`src/odp_pkg.sv`:
```
// package: constants and types for the divider pair control block
// What this block does
// - bypass bit 7 powers divider down and passes input clock; reset state is bypass
// - ignore-realign bit 6 at 0 obeys chip realign; at 1 ignores it entirely
// - force-level bit 5 acts only when ignore-realign is also set
// - while bypassed the force-level bit has no influence on the output
// - when forcing without a direct route, force-level 0 holds output low, 1 holds it high
// - start-polarity bit 4 picks the divided output's starting level, 0 low
// - 4-bit phase offset in bits 3:0, reset zero, sets coarse phase delay
// - direct-route bit 1 at 0 (default) drives both pair outputs from the divider
// - direct-route 1 with source select 10b sends oscillator straight to both outputs
// - direct-route 1 with source select 00b sends external clock to both outputs
// - with source select 01b the direct-route bit changes nothing
// - routing bit 0 at 1 disables duty-cycle correction; 0 keeps it on
// - 4-bit low count holds low input cycles minus one
// - 4-bit high count holds high input cycles minus one
package odp_pkg;

    // ****************************************
    // register indices (byte address = 4 * index)
    // ****************************************
    localparam logic [9:0]  ODP_IDX_COUNTS  = 10'h190;
    localparam logic [9:0]  ODP_IDX_MODE    = 10'h191;
    localparam logic [9:0]  ODP_IDX_ROUTING = 10'h192;
    localparam logic [9:0]  ODP_IDX_SRCSEL  = 10'h1e1;
    localparam logic [9:0]  ODP_IDX_STATUS  = 10'h1f0;
    localparam int          ODP_ADDR_W      = 12;

    // ****************************************
    // reset values and field positions
    // ****************************************
    localparam logic [7:0]  ODP_RST_COUNTS  = 8'h00;
    localparam logic [7:0]  ODP_RST_MODE    = 8'h80;
    localparam logic [7:0]  ODP_RST_ROUTING = 8'h00;
    localparam logic [1:0]  ODP_RST_SRCSEL  = 2'h0;
    localparam int          ODP_BIT_DIRECT  = 1;
    localparam int          ODP_BIT_DUTY_FIX_DISABLE  = 0;
    localparam logic [1:0]  ODP_SRC_EXT     = 2'h0;
    localparam logic [1:0]  ODP_SRC_NONE    = 2'h1;
    localparam logic [1:0]  ODP_SRC_OSC     = 2'h2;
    localparam logic [1:0]  ODP_RESP_OKAY   = 2'h0;
    localparam logic [1:0]  ODP_RESP_SLVERR = 2'h2;

    // ****************************************
    // types
    // ****************************************
    typedef struct packed {
        logic       bypass;
        logic       ignore_realign;
        logic       force_high;
        logic       start_high;
        logic [3:0] phase;
    } odp_mode_s;

    typedef struct packed {
        logic [3:0] low_cnt;
        logic [3:0] high_cnt;
    } odp_counts_s;

    typedef enum logic [2:0] {
        ODP_ST_IDLE  = 3'b001,
        ODP_ST_DELAY = 3'b010,
        ODP_ST_RUN   = 3'b100
    } odp_state_e;

endpackage : odp_pkg

```
`src/odp_top.sv`:
```
// module: divider pair control with its AXI4-Lite register slave
`timescale 1ns/10ps
`default_nettype none
module odp_top
    import odp_pkg::*;
(
    // clock and reset
    input  wire logic                  aclk,
    input  wire logic                  aresetn,
    // axi4-lite write
    input  wire logic [ODP_ADDR_W-1:0] s_axi_awaddr,
    input  wire logic                  s_axi_awvalid,
    output var  logic                  s_axi_awready,
    input  wire logic [31:0]           s_axi_wdata,
    input  wire logic [3:0]            s_axi_wstrb,
    input  wire logic                  s_axi_wvalid,
    output var  logic                  s_axi_wready,
    output var  logic [1:0]            s_axi_bresp,
    output var  logic                  s_axi_bvalid,
    input  wire logic                  s_axi_bready,
    // axi4-lite read
    input  wire logic [ODP_ADDR_W-1:0] s_axi_araddr,
    input  wire logic                  s_axi_arvalid,
    output var  logic                  s_axi_arready,
    output var  logic [31:0]           s_axi_rdata,
    output var  logic [1:0]            s_axi_rresp,
    output var  logic                  s_axi_rvalid,
    input  wire logic                  s_axi_rready,
    // high-speed clock levels, sampled
    input  wire logic                  osc_level,
    input  wire logic                  ext_level,
    // chip-level realign request
    input  wire logic                  realign_req,
    // pair outputs and analog controls
    output var  logic                  pair_a_first_out,
    output var  logic                  pair_a_second_out,
    output var  logic                  div_power_down,
    output var  logic                  duty_fix_disable
);

    // ****************************************
    // register file
    // ****************************************
    logic [7:0]  counts_reg;
    logic [7:0]  mode_reg;
    logic [7:0]  routing_reg;
    logic [1:0]  srcsel_reg;
    odp_mode_s   mode;
    odp_counts_s cnts;
    assign mode = odp_mode_s'(mode_reg);
    assign cnts = odp_counts_s'(counts_reg);

    function automatic logic [1:0] map_hit(input logic [ODP_ADDR_W-1:0] a);
        logic [9:0] idx;
        idx = a[ODP_ADDR_W-1:2];
        map_hit = 2'b00;
        if (idx == ODP_IDX_COUNTS || idx == ODP_IDX_MODE || idx == ODP_IDX_ROUTING ||
            idx == ODP_IDX_SRCSEL) begin
            map_hit = 2'b11;
        end else if (idx == ODP_IDX_STATUS) begin
            map_hit = 2'b01;
        end
    endfunction : map_hit

    // write: both channels taken together, so arrival order does not matter
    // ready-low term stops a second take while the master drops its valids
    wire        wr_go   = s_axi_awvalid && s_axi_wvalid && !s_axi_bvalid && !s_axi_awready;
    wire [9:0]  wr_idx  = s_axi_awaddr[ODP_ADDR_W-1:2];
    wire [1:0]  wr_hit  = map_hit(s_axi_awaddr);
    wire        wr_ok   = wr_hit[1];
    wire        wr_lane = wr_go && s_axi_wstrb[0];
    wire [7:0]  wr_byte = s_axi_wdata[7:0];
    wire        mode_wr = wr_lane && wr_idx == ODP_IDX_MODE;

    always_ff @(posedge aclk) begin
        if (!aresetn) begin
            counts_reg  <= ODP_RST_COUNTS;
            mode_reg    <= ODP_RST_MODE;
            routing_reg <= ODP_RST_ROUTING;
            srcsel_reg  <= ODP_RST_SRCSEL;
        end else begin
            if (wr_lane && wr_idx == ODP_IDX_COUNTS)  counts_reg  <= wr_byte;
            if (mode_wr)                              mode_reg    <= wr_byte;
            if (wr_lane && wr_idx == ODP_IDX_ROUTING) routing_reg <= wr_byte;
            if (wr_lane && wr_idx == ODP_IDX_SRCSEL)  srcsel_reg  <= wr_byte[1:0];
        end
    end

    always_ff @(posedge aclk) begin
        if (!aresetn) begin
            s_axi_awready <= 1'b0;
            s_axi_wready  <= 1'b0;
            s_axi_bvalid  <= 1'b0;
            s_axi_bresp   <= ODP_RESP_OKAY;
        end else begin
            s_axi_awready <= wr_go;
            s_axi_wready  <= wr_go;
            if (wr_go) begin
                s_axi_bvalid <= 1'b1;
                s_axi_bresp  <= wr_ok ? ODP_RESP_OKAY : ODP_RESP_SLVERR;
            end else if (s_axi_bready) begin
                s_axi_bvalid <= 1'b0;
            end
        end
    end

    // ****************************************
    // read path
    // ****************************************
    odp_state_e st_reg;
    logic       div_lvl_reg;
    // one read in flight: a new address waits until rvalid clears
    wire        rd_go  = s_axi_arvalid && !s_axi_rvalid && !s_axi_arready;
    wire [9:0]  rd_idx = s_axi_araddr[ODP_ADDR_W-1:2];
    wire [7:0]  status = {4'h0, st_reg, div_lvl_reg};
    wire [7:0]  rd_byte = rd_idx == ODP_IDX_COUNTS  ? counts_reg  :
                          rd_idx == ODP_IDX_MODE    ? mode_reg    :
                          rd_idx == ODP_IDX_ROUTING ? routing_reg :
                          rd_idx == ODP_IDX_SRCSEL  ? {6'h00, srcsel_reg} :
                          rd_idx == ODP_IDX_STATUS  ? status      : 8'h00;
    wire        rd_ok  = map_hit(s_axi_araddr) != 2'b00;

    always_ff @(posedge aclk) begin
        if (!aresetn) begin
            s_axi_arready <= 1'b0;
            s_axi_rvalid  <= 1'b0;
            s_axi_rdata   <= 32'h0000_0000;
            s_axi_rresp   <= ODP_RESP_OKAY;
        end else begin
            s_axi_arready <= rd_go;
            if (rd_go) begin
                s_axi_rvalid <= 1'b1;
                s_axi_rdata  <= {24'h00_0000, rd_byte};
                s_axi_rresp  <= rd_ok ? ODP_RESP_OKAY : ODP_RESP_SLVERR;
            end else if (s_axi_rready) begin
                s_axi_rvalid <= 1'b0;
            end
        end
    end

    // ****************************************
    // divider input and routing decode
    // ****************************************
    // divider input follows the global source: oscillator on 10b, else external
    wire sel_level = srcsel_reg == ODP_SRC_OSC ? osc_level : ext_level;
    logic sel_prev_reg;
    // compare with the registered last level: one tick per rising edge of the selected level
    wire  tick      = sel_level && !sel_prev_reg;
    wire  direct    = routing_reg[ODP_BIT_DIRECT];
    wire  route_osc = direct && srcsel_reg == ODP_SRC_OSC;
    wire  route_ext = direct && srcsel_reg == ODP_SRC_EXT;
    wire  forcing   = mode.ignore_realign && !mode.bypass;
    // leaving bypass starts the divider as if realigned
    wire  accept    = !mode.bypass && (st_reg == ODP_ST_IDLE ||
                      (realign_req && !mode.ignore_realign));

    // ****************************************
    // divider state machine
    // ****************************************
    // realign held high re-arms every cycle, so the offset runs from its release
    odp_state_e st_next;
    logic [3:0] cnt_reg;
    logic [3:0] dly_reg;
    wire        expire = tick && cnt_reg == 4'h0;

    always_comb begin
        st_next = st_reg;
        case (st_reg)
            ODP_ST_IDLE:  st_next = accept ? ODP_ST_DELAY : ODP_ST_IDLE;
            ODP_ST_DELAY: st_next = (tick && dly_reg == 4'h0) ? ODP_ST_RUN : ODP_ST_DELAY;
            ODP_ST_RUN:   st_next = ODP_ST_RUN;
            default:      st_next = ODP_ST_IDLE;
        endcase
        if (mode.bypass) begin
            st_next = ODP_ST_IDLE;
        end else if (accept) begin
            st_next = ODP_ST_DELAY;
        end
    end

    always_ff @(posedge aclk) begin
        if (!aresetn) begin
            st_reg       <= ODP_ST_IDLE;
            sel_prev_reg <= 1'b0;
            cnt_reg      <= 4'h0;
            dly_reg      <= 4'h0;
            div_lvl_reg  <= 1'b0;
        end else begin
            st_reg       <= st_next;
            sel_prev_reg <= sel_level;
            if (accept) begin
                dly_reg     <= mode.phase;
                div_lvl_reg <= mode.start_high;
                cnt_reg     <= mode.start_high ? cnts.high_cnt : cnts.low_cnt;
            end else if (st_reg == ODP_ST_DELAY && tick) begin
                dly_reg <= dly_reg - 4'h1;
            end else if (st_reg == ODP_ST_RUN && tick) begin
                if (expire) begin
                    div_lvl_reg <= !div_lvl_reg;
                    // low stretch ends: reload high count, and the reverse
                    cnt_reg     <= div_lvl_reg ? cnts.low_cnt : cnts.high_cnt;
                end else begin
                    cnt_reg <= cnt_reg - 4'h1;
                end
            end
        end
    end

    // ****************************************
    // output select
    // ****************************************
    // direct route outranks bypass: the pair then carries the raw source
    wire out_next = route_osc    ? osc_level        :
                    route_ext    ? ext_level        :
                    mode.bypass  ? sel_level        :
                    forcing      ? mode.force_high  :
                    div_lvl_reg;

    always_ff @(posedge aclk) begin
        if (!aresetn) begin
            pair_a_first_out  <= 1'b0;
            pair_a_second_out <= 1'b0;
            div_power_down    <= 1'b1;
            duty_fix_disable  <= 1'b0;
        end else begin
            pair_a_first_out  <= out_next;
            pair_a_second_out <= out_next;
            div_power_down    <= mode.bypass;
            duty_fix_disable  <= routing_reg[ODP_BIT_DUTY_FIX_DISABLE];
        end
    end
endmodule : odp_top
`default_nettype wire

```
`config.mk`:
```
export PLATFORM = sky130hd
export DESIGN_NAME = odp_top
export DESIGN_NICKNAME = d
export VERILOG_FILES = /design/src/odp_pkg.sv /design/src/odp_top.sv
export SDC_FILE = /design/constraint.sdc
export NUM_CORES = 1
export LEC_CHECK = 0
export BUFFER_PORTS_ARGS = -buffer_cell sky130_fd_sc_hd__buf_2
export CORE_ASPECT_RATIO = 1.1
export CORE_MARGIN = 2
export CORE_UTILIZATION = 50
export CTS_CLUSTER_SIZE = 10
export DETAILED_ROUTE_END_ITERATION = 16
export GPL_ROUTABILITY_DRIVEN = 0
export PLACE_DENSITY_LB_ADDON = 0.2
export SLEW_MARGIN = 20
export SYNTH_ARGS = -nofsm -noshare
export SYNTH_HDL_FRONTEND = slang
export SYNTH_SLANG_ARGS = --single-unit
```
`constraint.sdc`:
```
create_clock -name aclk -period 2.4 [get_ports aclk]
set_clock_uncertainty 0.15 [all_clocks]
set_input_delay 0.12 -clock aclk [delete_from_list [all_inputs] [get_ports aclk]]
set_output_delay 0.12 -clock aclk [all_outputs]
set_load 0.01 [all_outputs]
```
# After elaboration in Yosys (flattened, before gate mapping)
# Cells that the tools add are included.
[totals]
reg_bits = 58
latchBits = 0
mem_bits_rw = 0
romBits = 0
in_bits = 70
out_inout_bits = 45
elab_cells = 121
n_memories = 0
[op_classes]
addsub = 2
mul = 0
n_div = 0
order_cmp = 0
eq_ne = 15
n_shift = 0
muxes = 35
n_bitwise = 1
reduce_logical = 48
[ops]
columns = ["operator", "count"]
rows = [
  ["$eq A10 B9 Y1 const B", 10],
  ["$mux W4", 10],
  ["$mux W8", 3],
  ["$logic_and A1 B1 Y1", 20],
  ["$mux W1", 15],
  ["$reduce_bool A2 Y1", 6],
  ["$mux W2", 5],
  ["$logic_not A1 Y1", 8],
  ["$logic_not A4 Y1", 2],
  ["$sub A4 B1 Y4 const B", 2],
  ["$logic_or A1 B1 Y1", 7],
  ["$pmux W3 S2", 1],
  ["$eq A3 B1 Y1 const B", 1],
  ["$eq A3 B2 Y1 const B", 1],
  ["$eq A3 B3 Y1 const B", 1],
  ["$mux W3", 1],
  ["$reduce_and A3 Y1", 1],
  ["$reduce_or A3 Y1", 1],
  ["$eq A2 B2 Y1 const B", 1],
  ["$logic_not A2 Y1", 1],
  ["$ne A2 B2 Y1 const B", 1],
  ["$reduce_and A2 Y1", 1],
  ["$reduce_or A2 Y1", 1],
  ["$not A1 Y1", 1],
]

# Longest topological paths before layout
[depth]
ltp_word = 8
depth_mapped = 7
mapped_depth_nobuf = 6

# Worst setup path before layout
# No wires, ideal clock.
[synth_path]
path_type = "register to register"
startpoint = "register s_axi_wready (netlist name)"
endpoint = "register mode_reg[7], in the netlist mode[7]"
setup_time_ns = 0.126
t_arrival_ns = 1.497
required_ns = 2.124
setup_slack_ns = 0.627
stages_incl_launch_ff = 7
n_path_buf = 1
synth_period_minus_slack_ns = 1.773
path_cell_list = "dfxtp_1 and4bb_1 and4b_1 and3_1 buf_4 mux2i_1 nand2_1"
[synth_lines]
columns = ["item", "line", "rtl"]
rows = [
  ["end signal, assigned", "odp_top.sv:83", "if (mode_wr) mode_reg <= wr_byte;"],
  ["end, declared", "odp_top.sv:45", "logic [7:0] mode_reg;"],
]

# Worst setup path after layout
[layout_path]
startpoint = "input port s_axi_araddr[4]"
endpoint = "register s_axi_rdata[1]"
[layout_between]
elab_chain_len = 6
word_cells_on_any_way = 10
cone_classes = "5 x eq/ne; 5 x mux"
[layout_lines]
columns = ["item", "line", "rtl"]
rows = [
  ["start, declared", "odp_top.sv:22", "input wire logic [ODP_ADDR_W-1:0] s_axi_araddr,"],
  ["$eq A10 B9 Y1", "odp_top.sv:120", "rd_idx == ODP_IDX_STATUS ? status : 8'h00;"],
  ["$mux W4", "odp_top.sv:120", ""],
  ["$mux W4", "odp_top.sv:119", "rd_idx == ODP_IDX_SRCSEL ? {6'h00, srcsel_reg} :"],
  ["$mux W8", "odp_top.sv:118", "rd_idx == ODP_IDX_ROUTING ? routing_reg :"],
  ["$mux W8", "odp_top.sv:117", "rd_idx == ODP_IDX_MODE ? mode_reg :"],
  ["$mux W8 *", "odp_top.sv:116", "wire [7:0] rd_byte = rd_idx == ODP_IDX_COUNTS ? counts_reg :"],
  ["end signal, assigned", "odp_top.sv:133", "s_axi_rdata <= {24'h00_0000, rd_byte};"],
  ["end, declared", "odp_top.sv:25", "output var logic [31:0] s_axi_rdata,"],
]
# Mark *: on every way between the ends. The rest lies on a longest branch, timed or not.
# A chain may end at the register's enable or synchronous reset.

==> flow_summary.toml <==
[sta]
worst_pin_slew_ns = 0.7462
maxSlewViolCount = 0
fin_crit_sh_pct = 86.29
max_slew_margin_pct = 49.87
min_period_ns = 2.071
rsz0062_at_grt = "no"
fmax_mhz = 482.9
finalHoldViolations = 0
setup_viol = 0
finalSetupTns_ns = 0

[flow_run]
drv_cap = 0

[outcome]
outcome = "completed"

[synth]
synth_area_mm2 = 0.003110
netlist-cell-type-count = 55
yosysTopAreaCell = "dfxtp_1"
synth_cells = 353
avgSynthCellArea_um2 = 8.812
seq_area_frac_synth_pct = 36.04
yosysWarningCount = 0
synth_flop_cell = "dfxtp_1"
synthTopCellsByArea = "dfxtp_1 36%, mux2i_1 11%, buf_4 7.0%"
yosysTopAreaCellShare_pct = 36.04
async_reset_ff_share_pct = 0
synth_edf_count = 0
ys_seq_elements = 56

[cts]
postCtsSetupRepairBufs = 0
cts_root_buf = "clkbuf_8"
htree_num_levels = 2
cts_made_buffers = 5
path_clk_slew_ns = 0.10
clock_sinks = 56
clk_path_buf_depth = 2
clk_latency_ns = 0.31
cts_tree = "built"

[placement]
placed_cells_incl_taps = 475
port_buffers = 57
hpwl_mm = 5.119

[worst_hold_path]
hold_start = "s_axi_araddr[5]"
hold_path.class = "in2reg"

[layout]
mostFrequentLayoutCells = "57 x buf_2, 56 x dfxtp_1, 33 x mux2i_1"
nets = 488
area_growth_pct = 14.36
final_common_cell = "buf_2"
drive_gt1_share_pct = 19.28
diodes = 0
fillers = 585
final_cells = 495

[setup_path]
cp_slowest_stage_delay_ns = 0.56
slowest_stage = "nor4_1"
crit_type = "in2reg"
worstSetupEndpointType = "register"
path_buf_inv = 2
cp.arrival_ns = 2.17
cp_top_family = "simple AND/OR/NAND/NOR gates"
startpoint = "s_axi_araddr[4]"
r2r-start = "srcsel_reg[1]"
critPathLaunchType = "input pin"
path_max_fanout = 3
required_ns = 2.50
path_cells = "dlygate4sd3_1, buf_2, nor3_1, nand2_1, nor4_1, a21oi_1, a31oi_1"

[routing]
viasPerCell = 5.188
wl_per_cell_um = 13.85
postRouteAntennaNets = 0
first_pass_iters = 4
dr_total_vias = 2568
drc = 0
dr.first_iter.drc_count = 113
totalWireLength_mm = 6.858

[floorplan]
start_util_pct = 51.15
die_width_um = 79.20
core-area_mm2 = 0.006081
row_count = 30
pin_count = 115
die-area_mm2 = 0.006868
die_h_um = 86.72

[global_routing]
grt.overflow.total = 0
grt_pass1_vias = 2479
grt_max_degree = 29
grt_antenna_before_repair = 0
grt_pass1_wl_mm = 11.48
grt.total_usage_pct = 21.22

[pwr]
powerDensity_mw_per_mm2 = 466.2
power.leakage_nw = 1.404
ir_drop_v = 0.0002424
-- layout make-up --
type | count | area [um^2] | share of cell area (%)
Clock inverter | 1 | 7.507 | 0.2110
Inverter | 10 | 37.54 | 1.055
Timing Repair Buffer | 74 | 442.9 | 12.45
Sequential cell | 56 | 1121 | 31.52
Multi-Input combinational cell | 267 | 1762 | 49.53
Clock buffer | 7 | 86.33 | 2.427
Tap cell | 80 | 100.1 | 2.814
-- metal layers --
layer	up-vias	wire, um	GRT usage, %
li1	1313	-	-
met1	1182	3065	26.43
met2	63	3422	37.98
met3	10	255	2.917
met4	0	115	6.426
met5	-	0	0
-- per-stage QoR --
step	util, %	total power, W	setup WS [ns]	hold WS (ns)	instance area [um^2]
floorplan	-	0.001090	0.6266	0.09846	3204
CTS	58.50	0.001669	0.4029	0.009679	3557
detailed placement	54.98	0.001126	0.4985	0.2506	3343
global placement	54.98	0.001124	0.5054	0.2288	3343
global route	58.50	0.001729	0.2624	0.03803	3557
finish	58.50	0.001658	0.3290	0.01578	3557
-- cell families (layout without fill, tap and decap cells) --
group	count (synthesis)	after routing	synth area share (%)
multiplexers	40	40	13.23
other	1	26	0.1206
flip-flops	56	56	36.04
XOR/XNOR	5	5	1.408
AND/OR/NAND/NOR	122	122	22.69
adder cells (fa/ha/maj)	4	4	1.609
buffers and inverters	55	92	10.34
AO/OA/AOI/OAI	70	70	14.56
-- power by group --
| group | internal (W) | switching [W] |
|---|---|---|
| clock network | 0.000235 | 0.000302 |
| logic | 0.0000760 | 0.000100 |
| registers | 0.000939 | 0.00000667 |
| total | 0.00125 | 0.000408 |
-- Yosys cell counts (2+ instances only) --
master / number
a211o_1: 3
a211oi_1: 2
a21boi_0: 8
a21o_1: 2
a21oi_1: 11
a22oi_1: 2
a31oi_1: 5
and2_1: 5
and3_1: 2
and4b_1: 2
buf_2: 5
buf_4: 29
clkbuf_1: 11
dfxtp_1: 56
ha_1: 4
inv_1: 10
mux2_2: 6
mux2i_1: 33
nand2_1: 23
nand2b_1: 8
nand3_1: 8
nand3b_1: 3
nand4_1: 3
nor2_1: 11
nor2b_1: 31
nor3_1: 5
nor3b_1: 3
nor4_1: 4
nor4b_1: 2
o211ai_1: 3
o21a_1: 2
o21ai_0: 21
or3_1: 3
or4_1: 3
xnor2_1: 3
xor2_1: 2
-- worst register-to-register path, stage by stage (launching register included) --
cell,delay [ns]
dfxtp_1,0.41
nand2b_1,0.11
mux2i_2,0.24
or3_1,0.51
o21bai_1,0.20
a311oi_1,0.24
-- worst paths after layout --
kind,to,slack (ns),depth (start not counted)
worst max-delay path,s_axi_rdata[1],0.33,7
worst min-delay path,s_axi_rdata[0],0.02,4
worst max register to register,cnt_reg[2],0.47,5
worst min register to register,s_axi_rdata[7],0.32,2
-- repair_timing --
item / CTS / global route
gates resized for setup: 0 / 0
hold buffers: 12 / 0
hold endpoints to repair: 27 / 0
No activity file was read; power rests on OpenSTA's default activity.
